==> src/hw/acc_pkg.sv <==
// package for the analog comparator control block
package acc_pkg;

  // ==========================================================================
  // register map: indices, the byte address is four times the index
  localparam logic [7:0]  ACC_IDX_CTRL    = 8'h18;
  localparam logic [7:0]  ACC_IDX_REFSEL  = 8'h19;
  localparam logic [7:0]  ACC_IDX_IRQST   = 8'h1A;
  localparam logic [7:0]  ACC_IDX_IRQMSK  = 8'h1B;
  localparam logic [9:0]  ACC_ADDR_CTRL   = {ACC_IDX_CTRL, 2'h0};
  localparam logic [9:0]  ACC_ADDR_REFSEL = {ACC_IDX_REFSEL, 2'h0};
  localparam logic [9:0]  ACC_ADDR_IRQST  = {ACC_IDX_IRQST, 2'h0};
  localparam logic [9:0]  ACC_ADDR_IRQMSK = {ACC_IDX_IRQMSK, 2'h0};

  // ==========================================================================
  // field positions
  localparam int ACC_CTRL_EN     = 7;
  localparam int ACC_CTRL_RES    = 6;
  localparam int ACC_CTRL_SAMP   = 5;
  localparam int ACC_CTRL_INV    = 4;
  localparam int ACC_CTRL_MSEL_L = 1;
  localparam int ACC_CTRL_PSEL   = 0;
  localparam int ACC_RS_PINOE    = 7;
  localparam int ACC_RS_HI       = 5;
  localparam int ACC_RS_LO       = 4;
  localparam logic [7:0] ACC_CTRL_WMASK = 8'hBF;
  localparam logic [7:0] ACC_RS_WMASK   = 8'hBF;
  localparam logic [7:0] ACC_REG_RESET  = 8'h00;
  localparam logic [1:0] ACC_IRQ_RESET  = 2'h0;

  // ==========================================================================
  // minus input codes
  typedef enum logic [2:0] {
    ACC_MIN_PORT_A_PIN3 = 3'h0,
    ACC_MIN_PORT_A_PIN4 = 3'h1,
    ACC_MIN_BANDGP      = 3'h2,
    ACC_MIN_LADDER      = 3'h3,
    ACC_MIN_PORT_B_PIN6 = 3'h4,
    ACC_MIN_PORT_B_PIN7 = 3'h5
  } acc_minus_sel_t;

  // ladder ranges: {high, low} bits
  localparam logic [1:0] ACC_RNG_00 = 2'h0;
  localparam logic [1:0] ACC_RNG_01 = 2'h1;
  localparam logic [1:0] ACC_RNG_10 = 2'h2;
  localparam logic [1:0] ACC_RNG_11 = 2'h3;

  // ladder tap as fraction num/den of supply
  typedef struct packed {
    logic [5:0] num;
    logic [5:0] den;
  } acc_ladder_t;

  // comparator analog front end selection
  typedef struct packed {
    logic           enable;
    acc_minus_sel_t minus_sel;
    logic           plus_pin;
    acc_ladder_t    ladder;
  } acc_analog_cfg_t;

  // irq bits
  localparam int ACC_IRQ_RISE = 0;
  localparam int ACC_IRQ_FALL = 1;

  localparam logic [1:0] ACC_HTRANS_NONSEQ = 2'h2;
  localparam logic [2:0] ACC_HSIZE_WORD    = 3'h2;
  localparam logic [31:0] ACC_ZERO32       = 32'h0;

endpackage

==> src/hw/acc_ctrl.sv <==
// analog comparator control: registers, ladder code, result path and interrupt
// Operation
// - control bit 7 enables comparator, resets 0
// - control bit 6 reads result, read-only
// - bit 5 samples result on timer2 clock
// - bit 4 inverts comparator output polarity
// - bits 3..1 choose minus input source
// - bit 0 picks ladder or pin A4
// - select bit 7 drives result onto A0
// - select bits 5,4 set ladder range
// - select bits 3..0 are level code
// - level picks one of sixteen steps
// - range 00 gives 1/4 plus (n+1)/32
// - range 10 gives 1/5 plus (n+1)/40
// - pin A0 carries the final result, inverted only while bit 4 is set
// - result can raise an interrupt request
//
// The AHB-Lite slave port is this design's own decision.
module acc_ctrl
  import acc_pkg::*;
(
  // clock and reset
  input  wire logic                      hclk,
  input  wire logic                      hresetn,
  // ahb-lite slave
  input  wire logic                      hsel,
  input  wire logic [31:0]               haddr,
  input  wire logic [1:0]                htrans,
  input  wire logic                      hwrite,
  input  wire logic [2:0]                hsize,
  input  wire logic [31:0]               hwdata,
  input  wire logic                      hready,
  output logic      [31:0]               hrdata,
  output logic                           hreadyout,
  output logic                           hresp,
  // analog front end
  input  wire logic                      comp_raw,
  input  wire logic                      timer2_clock,
  output acc_pkg::acc_analog_cfg_t       analog_cfg,
  // pin A0 output path
  output logic                           port_a_pin0_out,
  output logic                           port_a_pin0_oe,
  // interrupt
  output logic                           irq
);
  import acc_pkg::*;

  // ==========================================================================
  // bus slave
  logic [7:0]  ctrl;
  logic [7:0]  refsel;
  logic [1:0]  irq_status;
  logic [1:0]  irq_mask;
  logic        wr_pend;
  logic [9:0]  wr_addr;
  logic        final_out;
  logic        t2_prev;
  logic        res_prev;
  logic [1:0]  evt;
  logic        addr_ok;
  logic [31:0] next_rdata;

  assign addr_ok = hsel && hready && (htrans == ACC_HTRANS_NONSEQ);

  always_ff @(posedge hclk or negedge hresetn) begin
    if (!hresetn) begin
      wr_pend <= 1'b0;
      wr_addr <= 10'h000;
    end else begin
      wr_pend <= addr_ok && hwrite && (haddr[31:10] == 22'h0);
      wr_addr <= haddr[9:0];
    end
  end

  always_comb begin
    next_rdata = ACC_ZERO32;
    case (haddr[9:0])
      ACC_ADDR_CTRL:   next_rdata = {24'h0, ctrl[7], final_out, ctrl[5:0]};
      ACC_ADDR_IRQST:  next_rdata = {30'h0, irq_status};
      ACC_ADDR_IRQMSK: next_rdata = {30'h0, irq_mask};
      default:         next_rdata = ACC_ZERO32;
    endcase
  end

  // zero-wait slave: reads answer in the data phase, refsel reads as zero
  always_ff @(posedge hclk or negedge hresetn) begin
    if (!hresetn) begin
      hrdata    <= ACC_ZERO32;
      hreadyout <= 1'b1;
      hresp     <= 1'b0;
    end else begin
      hreadyout <= 1'b1;
      hresp     <= 1'b0;
      if (addr_ok && !hwrite && (haddr[31:10] == 22'h0)) begin
        hrdata <= next_rdata;
      end else begin
        hrdata <= ACC_ZERO32;
      end
    end
  end

  // ==========================================================================
  // control, reference select and interrupt mask registers
  always_ff @(posedge hclk or negedge hresetn) begin
    if (!hresetn) begin
      ctrl <= ACC_REG_RESET;
    end else if (wr_pend && wr_addr == ACC_ADDR_CTRL) begin
      ctrl <= hwdata[7:0] & ACC_CTRL_WMASK;
    end
  end

  always_ff @(posedge hclk or negedge hresetn) begin
    if (!hresetn) begin
      refsel <= ACC_REG_RESET;
    end else if (wr_pend && wr_addr == ACC_ADDR_REFSEL) begin
      refsel <= hwdata[7:0] & ACC_RS_WMASK;
    end
  end

  always_ff @(posedge hclk or negedge hresetn) begin
    if (!hresetn) begin
      irq_mask <= ACC_IRQ_RESET;
    end else if (wr_pend && wr_addr == ACC_ADDR_IRQMSK) begin
      irq_mask <= hwdata[1:0];
    end
  end

  // ==========================================================================
  // ladder tap: offset and step give the fraction of supply
  function automatic acc_ladder_t ladder_tap(input logic [1:0] rng, input logic [3:0] n);
    acc_ladder_t t;
    logic [5:0]  step;
    t.num = 6'h00;
    t.den = 6'h00;
    step  = {2'h0, n} + 6'h01;
    case (rng)
      ACC_RNG_00: begin
        t.num = step + 6'h08;
        t.den = 6'h20;
      end
      ACC_RNG_01: begin
        t.num = step;
        t.den = 6'h18;
      end
      ACC_RNG_10: begin
        t.num = step + 6'h08;
        t.den = 6'h28;
      end
      ACC_RNG_11: begin
        t.num = step;
        t.den = 6'h20;
      end
      default: begin
        t.num = 6'h00;
      end
    endcase
    return t;
  endfunction

  always_ff @(posedge hclk or negedge hresetn) begin
    if (!hresetn) begin
      analog_cfg <= '0;
    end else begin
      analog_cfg.enable    <= ctrl[ACC_CTRL_EN];
      analog_cfg.minus_sel <= acc_minus_sel_t'(ctrl[3:ACC_CTRL_MSEL_L]);
      analog_cfg.plus_pin  <= ctrl[ACC_CTRL_PSEL];
      analog_cfg.ladder    <= ladder_tap(refsel[ACC_RS_HI:ACC_RS_LO], refsel[3:0]);
    end
  end

  // ==========================================================================
  // result path: invert first, then optional sampling on timer2 rising edges
  logic inv_out;
  assign inv_out = (comp_raw & ctrl[ACC_CTRL_EN]) ^ ctrl[ACC_CTRL_INV];

  always_ff @(posedge hclk or negedge hresetn) begin
    if (!hresetn) begin
      t2_prev   <= 1'b0;
      final_out <= 1'b0;
    end else begin
      t2_prev <= timer2_clock;
      if (!ctrl[ACC_CTRL_SAMP]) begin
        final_out <= inv_out;
      end else if (timer2_clock && !t2_prev) begin
        final_out <= inv_out;
      end
    end
  end

  always_ff @(posedge hclk or negedge hresetn) begin
    if (!hresetn) begin
      port_a_pin0_out <= 1'b0;
      port_a_pin0_oe  <= 1'b0;
    end else begin
      port_a_pin0_out <= final_out & refsel[ACC_RS_PINOE];
      port_a_pin0_oe  <= refsel[ACC_RS_PINOE];
    end
  end

  // ==========================================================================
  // interrupt: edges of the final result, write one to clear, set wins
  always_ff @(posedge hclk or negedge hresetn) begin
    if (!hresetn) begin
      res_prev <= 1'b0;
    end else begin
      res_prev <= final_out;
    end
  end

  assign evt = {res_prev & ~final_out, ~res_prev & final_out};

  always_ff @(posedge hclk or negedge hresetn) begin
    if (!hresetn) begin
      irq_status <= ACC_IRQ_RESET;
    end else if (wr_pend && wr_addr == ACC_ADDR_IRQST) begin
      irq_status <= (irq_status & ~hwdata[1:0]) | evt;
    end else begin
      irq_status <= irq_status | evt;
    end
  end

  always_ff @(posedge hclk or negedge hresetn) begin
    if (!hresetn) begin
      irq <= 1'b0;
    end else begin
      irq <= |(irq_status & irq_mask);
    end
  end

  // ==========================================================================
  // checks
  property p_pin_follows;
    @(posedge hclk) disable iff (!hresetn)
      refsel[ACC_RS_PINOE] |=> (port_a_pin0_out == $past(final_out)) && port_a_pin0_oe;
  endproperty
  a_pin_follows: assert property (p_pin_follows) else $error("pin A0 does not follow result");

  property p_pin_off;
    @(posedge hclk) disable iff (!hresetn)
      !refsel[ACC_RS_PINOE] |=> !port_a_pin0_oe && !port_a_pin0_out;
  endproperty
  a_pin_off: assert property (p_pin_off) else $error("pin A0 driven while disabled");

  property p_unsampled;
    @(posedge hclk) disable iff (!hresetn)
      !ctrl[ACC_CTRL_SAMP] |=> final_out == $past(inv_out);
  endproperty
  a_unsampled: assert property (p_unsampled) else $error("unsampled result wrong");

  property p_hold;
    @(posedge hclk) disable iff (!hresetn)
      ctrl[ACC_CTRL_SAMP] && !(timer2_clock && !t2_prev) |=> $stable(final_out);
  endproperty
  a_hold: assert property (p_hold) else $error("sampled result moved without timer2 edge");

  property p_inv;
    @(posedge hclk) disable iff (!hresetn)
      !ctrl[ACC_CTRL_SAMP] && ctrl[ACC_CTRL_INV] && ctrl[ACC_CTRL_EN]
        |=> final_out == !$past(comp_raw);
  endproperty
  a_inv: assert property (p_inv) else $error("inversion not applied");

  property p_irq_set;
    @(posedge hclk) disable iff (!hresetn)
      evt[ACC_IRQ_RISE] |=> irq_status[ACC_IRQ_RISE];
  endproperty
  a_irq_set: assert property (p_irq_set) else $error("rise event lost");

  property p_irq_out;
    @(posedge hclk) disable iff (!hresetn)
      |(irq_status & irq_mask) |=> irq;
  endproperty
  a_irq_out: assert property (p_irq_out) else $error("irq not raised");

  property p_en_cfg;
    @(posedge hclk) disable iff (!hresetn)
      1'b1 |=> analog_cfg.enable == $past(ctrl[ACC_CTRL_EN]) &&
               analog_cfg.plus_pin == $past(ctrl[ACC_CTRL_PSEL]);
  endproperty
  a_en_cfg: assert property (p_en_cfg) else $error("analog config mismatch");

  property p_ladder00;
    @(posedge hclk) disable iff (!hresetn)
      refsel[5:4] == ACC_RNG_00 |=> analog_cfg.ladder.den == 6'h20 &&
        analog_cfg.ladder.num == {2'h0, $past(refsel[3:0])} + 6'h09;
  endproperty
  a_ladder00: assert property (p_ladder00) else $error("ladder range 00 wrong");

  property p_ladder10;
    @(posedge hclk) disable iff (!hresetn)
      refsel[5:4] == ACC_RNG_10 |=> analog_cfg.ladder.den == 6'h28 &&
        analog_cfg.ladder.num == {2'h0, $past(refsel[3:0])} + 6'h09;
  endproperty
  a_ladder10: assert property (p_ladder10) else $error("ladder range 10 wrong");

  property p_ladder01;
    @(posedge hclk) disable iff (!hresetn)
      refsel[5:4] == ACC_RNG_01 |=> analog_cfg.ladder.den == 6'h18 &&
        analog_cfg.ladder.num == {2'h0, $past(refsel[3:0])} + 6'h01;
  endproperty
  a_ladder01: assert property (p_ladder01) else $error("ladder range 01 wrong");

  property p_ladder11;
    @(posedge hclk) disable iff (!hresetn)
      refsel[5:4] == ACC_RNG_11 |=> analog_cfg.ladder.den == 6'h20 &&
        analog_cfg.ladder.num == {2'h0, $past(refsel[3:0])} + 6'h01;
  endproperty
  a_ladder11: assert property (p_ladder11) else $error("ladder range 11 wrong");

  property p_minus_sel;
    @(posedge hclk) disable iff (!hresetn)
      1'b1 |=> analog_cfg.minus_sel == $past(ctrl[3:ACC_CTRL_MSEL_L]);
  endproperty
  a_minus_sel: assert property (p_minus_sel) else $error("minus select not passed on");

  property p_sample_edge;
    @(posedge hclk) disable iff (!hresetn)
      ctrl[ACC_CTRL_SAMP] && timer2_clock && !t2_prev |=> final_out == $past(inv_out);
  endproperty
  a_sample_edge: assert property (p_sample_edge) else $error("timer2 edge did not sample result");

  property p_inv_off;
    @(posedge hclk) disable iff (!hresetn)
      !ctrl[ACC_CTRL_SAMP] && !ctrl[ACC_CTRL_INV] && ctrl[ACC_CTRL_EN]
        |=> final_out == $past(comp_raw);
  endproperty
  a_inv_off: assert property (p_inv_off) else $error("result inverted while inversion is off");

  // the pin stage adds one cycle behind the result register
  property p_pin_inv;
    @(posedge hclk) disable iff (!hresetn)
      refsel[ACC_RS_PINOE] && ctrl[ACC_CTRL_INV] && ctrl[ACC_CTRL_EN] && !ctrl[ACC_CTRL_SAMP]
        ##1 refsel[ACC_RS_PINOE] |=> port_a_pin0_out == !$past(comp_raw, 2);
  endproperty
  a_pin_inv: assert property (p_pin_inv) else $error("pin A0 does not carry inverted result");

  property p_rd_result;
    @(posedge hclk) disable iff (!hresetn)
      addr_ok && !hwrite && haddr == {22'h0, ACC_ADDR_CTRL} |=> hrdata[ACC_CTRL_RES] == $past(final_out);
  endproperty
  a_rd_result: assert property (p_rd_result) else $error("result bit reads wrong");

  property p_rd_refsel;
    @(posedge hclk) disable iff (!hresetn)
      addr_ok && !hwrite && haddr == {22'h0, ACC_ADDR_REFSEL} |=> hrdata == ACC_ZERO32;
  endproperty
  a_rd_refsel: assert property (p_rd_refsel) else $error("write-only select register readable");

  property p_rd_irqst;
    @(posedge hclk) disable iff (!hresetn)
      addr_ok && !hwrite && haddr == {22'h0, ACC_ADDR_IRQST} |=> hrdata[1:0] == $past(irq_status);
  endproperty
  a_rd_irqst: assert property (p_rd_irqst) else $error("status reads wrong");

  property p_irq_low;
    @(posedge hclk) disable iff (!hresetn)
      !(|(irq_status & irq_mask)) |=> !irq;
  endproperty
  a_irq_low: assert property (p_irq_low) else $error("irq raised with nothing pending");

  property p_irq_fall;
    @(posedge hclk) disable iff (!hresetn)
      evt[ACC_IRQ_FALL] |=> irq_status[ACC_IRQ_FALL];
  endproperty
  a_irq_fall: assert property (p_irq_fall) else $error("fall event lost");

  property p_irq_clear;
    @(posedge hclk) disable iff (!hresetn)
      wr_pend && wr_addr == ACC_ADDR_IRQST && hwdata[ACC_IRQ_RISE] && !evt[ACC_IRQ_RISE]
        |=> !irq_status[ACC_IRQ_RISE];
  endproperty
  a_irq_clear: assert property (p_irq_clear) else $error("rise status not cleared");

  c_pin_on:  cover property (@(posedge hclk) disable iff (!hresetn) port_a_pin0_oe && port_a_pin0_out);
  c_inv_pin: cover property (@(posedge hclk) disable iff (!hresetn) port_a_pin0_oe && ctrl[ACC_CTRL_INV]);
  c_irq:     cover property (@(posedge hclk) disable iff (!hresetn) irq);
  c_sampled: cover property (@(posedge hclk) disable iff (!hresetn)
                            ctrl[ACC_CTRL_SAMP] && timer2_clock && !t2_prev);
endmodule

==> config.mk <==
export PLATFORM = sky130hd
export DESIGN_NAME = acc_ctrl
export DESIGN_NICKNAME = d
export VERILOG_FILES = /design/src/hw/acc_pkg.sv /design/src/hw/acc_ctrl.sv
export SDC_FILE = /design/constraint.sdc
export NUM_CORES = 1
export LEC_CHECK = 0
export BUFFER_PORTS_ARGS = -buffer_cell sky130_fd_sc_hd__clkbuf_2
export CORE_ASPECT_RATIO = 1.4
export CORE_UTILIZATION = 48
export CTS_CLUSTER_DIAMETER = 30
export DETAILED_ROUTE_END_ITERATION = 10
export GPL_TIMING_DRIVEN = 0
export PLACE_DENSITY = 0.92
export SETUP_SLACK_MARGIN = 0.3
export SLEW_MARGIN = 20
export SYNTH_ARGS = -nofsm -noshare
export SYNTH_HDL_FRONTEND = slang
export SYNTH_SLANG_ARGS = --single-unit
export TNS_END_PERCENT = 10
==> constraint.sdc <==
create_clock -name hclk -period 3.2 [get_ports hclk]
set_clock_uncertainty 0.1 [all_clocks]
set_input_delay 0.48 -clock hclk [delete_from_list [all_inputs] [get_ports hclk]]
set_output_delay 0.48 -clock hclk [all_outputs]
set_load 0.05 [all_outputs]
======== Word level (Yosys, flattened, before mapping) ========
Index checks and enable logic that the tools add are counted.
word-level totals
  logic and storage cells ................. 66
  bits of input ports ..................... 76
  flip-flop bits (word level) ............. 84
  output and inout port bits .............. 54
cells by class
  bitwise logic cells ..................... 12
  eq/ne operators ......................... 12
  muxes and demuxes ....................... 6
  $add $sub $neg .......................... 2
  reduce and logical (&&, ||, !) cells .... 16
operators by type and width
  operator                                               number
  == test 10 x 7 -> 1 bit, second input constant         7
  case mux 12 bit (4 select lines)                       1
  case mux 8 bit (3 select lines)                        1
  zero test 22 bit                                       1
  logical AND 1 bit                                      11
  2-to-1 mux 8 bit                                       1
  adder 5 x 4 -> 6 bit, second input constant            1
  == test 2 bit, second input constant                   3
  adder 4 x 1 -> 5 bit, second input constant            1
  bitwise AND 1 bit                                      4
  bitwise AND 2 bit                                      2
  bitwise OR 2 bit                                       2
  == test 2 x 1 -> 1 bit, second input constant          1
  zero test 1 bit                                        2
  zero test 2 bit                                        1
  2-to-1 mux 1 bit                                       2
  2-to-1 mux 2 bit                                       1
  inequality test 2 x 1 -> 1 bit, second input constant  1
  inverter 1 bit                                         2
  inverter 2 bit                                         1
  OR reduction 2 bit                                     1
  bitwise XOR 1 bit                                      1

======== Depth between registers and ports, before layout ========
  word-level depth ........................ 5
  gate-level depth with buffers ........... 6
  gate-level depth less buffers ........... 6

======== Least setup slack after synthesis ========
No wires, ideal clock.
  path type ............................... reg-to-reg
  from .................................... register wr_addr[4]
  to ...................................... register irq_mask[0]
  data required time ...................... 2.975 ns
  buffers on the path ..................... 0
  setup slack ............................. 1.402 ns
  period minus slack after synthesis ...... 1.798 ns
  library setup time ...................... 0.125 ns
  arrival ................................. 1.573 ns
  stages on the path, launching flop included .. 4
  cells stage by stage .................... dfrtp_1 > or3b_4 > or4_4 > mux2_4
on the way
  word-level cells in the longest chain between the ends .. 2
ends and longest elaborated chain
  element                   RTL line         source
  start: declaration        acc_ctrl.sv:55   logic [9:0] wr_addr;
  start signal: assignment  acc_ctrl.sv:71   wr_addr <= haddr[9:0];
  == test 10 x 7 -> 1 bit   acc_ctrl.sv:123  end else if (wr_pend && wr_addr == ACC_ADDR_IRQMSK) begin
  logical AND 1 bit         acc_ctrl.sv:123
  end signal: assignment    acc_ctrl.sv:124  irq_mask <= hwdata[1:0];
  end: declaration          acc_ctrl.sv:53   logic [1:0] irq_mask;
Every way passes these cells.
A chain may end at the register's enable or synchronous reset.

======== Worst setup path in the final report ========
  from .................................... register wr_addr[8]
  to ...................................... register ctrl[0]
on the way
  word-level cells in the longest chain between the ends .. 2
ends and longest elaborated chain
  element                  RTL line         source
  == test 10 x 7 -> 1 bit  acc_ctrl.sv:107  end else if (wr_pend && wr_addr == ACC_ADDR_CTRL) begin
  logical AND 1 bit        acc_ctrl.sv:107
  end signal: assignment   acc_ctrl.sv:108  ctrl <= hwdata[7:0] & ACC_CTRL_WMASK;
  end: declaration         acc_ctrl.sv:50   logic [7:0] ctrl;
Every way passes these cells.

==> flow_summary.yaml <==
logic_synthesis:
  synth_top_family_by_area: "simple AND/OR/NAND/NOR gates"
  synth_cell_type_count: 33
  synth_compound_area_share_pct: 2.42
  ys_warn_count: 0
  yosysTopAreaCell: "dfrtp_1"
  ys_ff_latch: 57
  synth_mux_area_share_pct: 9.43
  synth_xor_area_share_pct: 1.08
  synth_area_mm2: 0.00243
  synth_area_leaders: "dfrtp_1 (59%), buf_4 (9.0%), mux2_2 (7.0%)"
  synth-seq-area-share_pct: 58.8
  syn_avg_cell_area_um2: 13.1
  yosys.area_share.simple_pct: 14.1
  synth_top_cell_area_share_pct: 58.8
  synthAdderAreaFrac_pct: 3.61
  synthCells: 186
clock_network:
  post_cts_resized: 0
  numClockSinks: 57
  numCtsBuffers: 9
  cts.path.max_buffers: 2
  root_buffer: "clkbuf_8"
  post_cts_buffers: 0
  h-tree-depth: 3
  path_clk_slew_ps: 60
  insertion_delay_ps: 340
  cts_hold_buf: 0
  cts_tree: "done"
die:
  fp.coreArea_mm2: 0.00484
  core.rowCount: 30
  ios: 130
  initial_utilization_pct: 50.1
  die_width_um: 62.1
  dieArea_mm2: 0.00535
  die_h_um: 86.1
cells_and_area:
  antenna_cells: 0
  multi_input_area_um2: 853
  final_common_cell: "clkbuf_2"
  drive_gt1_share_pct: 46.2
  layout.cells.non_filler: 365
  nNetsFinal: 379
  final_cell_mix: "clkbuf_2 (71), dfrtp_1 (57), buf_4 (29), conb_1 (29), mux2_2 (15)"
  regArea_mm2: 0.00143
  fill_cells: 365
  area_growth_pct: 32.4
drt:
  drcViolationCount: 0
  met3_length_um: 253
  wl_met2_um: 2480
  routedWlPerCell_um: 12.9
  via_count: 1666
  top_layer_used: "met4"
  drt-initial-drc-count: 70
  first_pass_iters: 4
  drt-met1-wl_um: 1840
  ant_nets: 0
  wl_um: 4700
  vias_per_cell: 4.56
worst_setup_path:
  ff2ff_setup_slack_ps: 1180
  path_max_fanout: 7
  critical_path.top_delay_family: "simple AND/OR/NAND/NOR gates"
  r2r_start: "wr_addr[8]"
  critical_path.startpoint_type: "register"
  worst_ep_required_time_ps: 3320
  r2r_end: "ctrl[0]"
  arrival_ps: 2140
  critPathKind: "reg2reg"
  crit_buf_inv: 0
  crit_slowest_cell: "nor4b_4"
  path_cells: "nand4bb_1, nor4b_4, mux2_2"
  endpoint_kind: "register"
  critPathMaxStageDelay_ps: 660
  rr_worst_depth: 3
timing:
  finalSetupViolations: 0
  tightestPinTransition_ps: 743
  fin_crit_sh_pct: 63.2
  fmax_mhz: 495
  layout_min_cycle_time_ps: 2020
  fin_tns_setup_ps: 0
  hold_violations: 0
  max-slew-margin-rel_pct: 50.5
  slew_violations: 0
  rsz0062_at_grt: "no"
  layout_setup_ws_ps: 1180
power_and_ir_drop:
  powerDensity_mw_per_mm2: 533
  finalPower_mw: 1.71
  vdd_drop_max_mv: 0.273
  p_leak_nw: 1.73
place:
  place_ws_ps: 1180
  io_buffers: 72
  hpwl_um: 3490
  gp_congestion: 0.755
  placed_cells: 349
global_routing:
  grt_usage_pct: 18.9
  grt_max_degree: 58
  antenna_found_initial: 0
  grt_pass1_vias: 1580
  globalRoute.totalOverflow: 0
  grt_pass1_wl_um: 7350
outcome:
  status: "completed"
hold_path:
  hold_path_class: "in2async"
flow_run:
  drv_cap: 0
==> synthesized netlist by cell type (all sizes together) <==
library cell	n
nand2	8
ha	7
or2	1
mux2	17
inv	7
mux2i	3
nor2	4
nand4	1
xnor2	2
nand3	5
o21bai	1
nor4b	5
nor4bb	1
nor4	11
xor2	1
and2	1
buf	30
a41oi	2
o21ai	5
nor2b	4
nand2b	3
or4	1
nor3	3
nand4bb	1
a22o	1
dfrtp	57
or3b	1
conb	2
nand4b	1
==> worst max-delay path by stage <==
stage	end	startpoint	slack, ps	cells past startpoint
2_1_floorplan	irq_mask[0]	wr_addr[4]	1400	3
3_3_place_gp	ctrl[2]	wr_addr[8]	1220	3
3_5_place_dp	ctrl[0]	wr_addr[8]	1180	3
4_1_cts	ctrl[0]	wr_addr[8]	1140	3
5_1_grt	ctrl[3]	wr_addr[8]	1070	3
6_report	ctrl[0]	wr_addr[8]	1180	3
==> stage by stage <==
step / hold slack, ps / instance area, um2 / utilization (%)
5_1_grt: 154 / 3210 / 66.4
3_3_place_gp: 277 / 2970 / 61.3
3_5_place_dp: 287 / 2970 / 61.4
2_1_floorplan: 84.4 / 2530 / -
6_report: 127 / 3210 / 66.4
4_1_cts: 147 / 3210 / 66.4
==> cell type report <==
cell class | count | area share [%]
flip-flops and latches | 57 | 44.4
multi-input cells | 119 | 26.5
plain buffers | 30 | 6.93
clock buffers | 10 | 4.28
well taps | 64 | 2.49
repair buffers | 72 | 11.3
inverters | 7 | 0.817
clock inverters | 6 | 3.27
==> flip-flops by register name (all words and copies together), names as in the netlist, 2 cells and up <==
name,flops
refsel,7
hrdata,8
wr_addr,10
irq_status,2
irq_mask,2
ctrl,7
analog_cfg,14
==> power by group <==
group	switching (mW)	internal, mW	total, mW
Sequential	0.00367	0.730	0.733
Clock	0.274	0.534	0.808
Combinational	0.115	0.0555	0.171
==> logic make-up after synthesis <==
family / count (synthesis)
compound gates: 9
flops: 57
fa+ha+maj: 7
mux: 20
other cells: 2
xor+xnor: 3
buf+inv: 37
simple gates: 51
==> layer usage <==
layer | vias to the layer above | global-route usage [%]
met5 | - | 0
met4 | 0 | 13.3
met3 | 10 | 4.79
met2 | 55 | 31.1
met1 | 791 | 21.5
li1 | 810 | -
(Power assumes the default switching activity.)
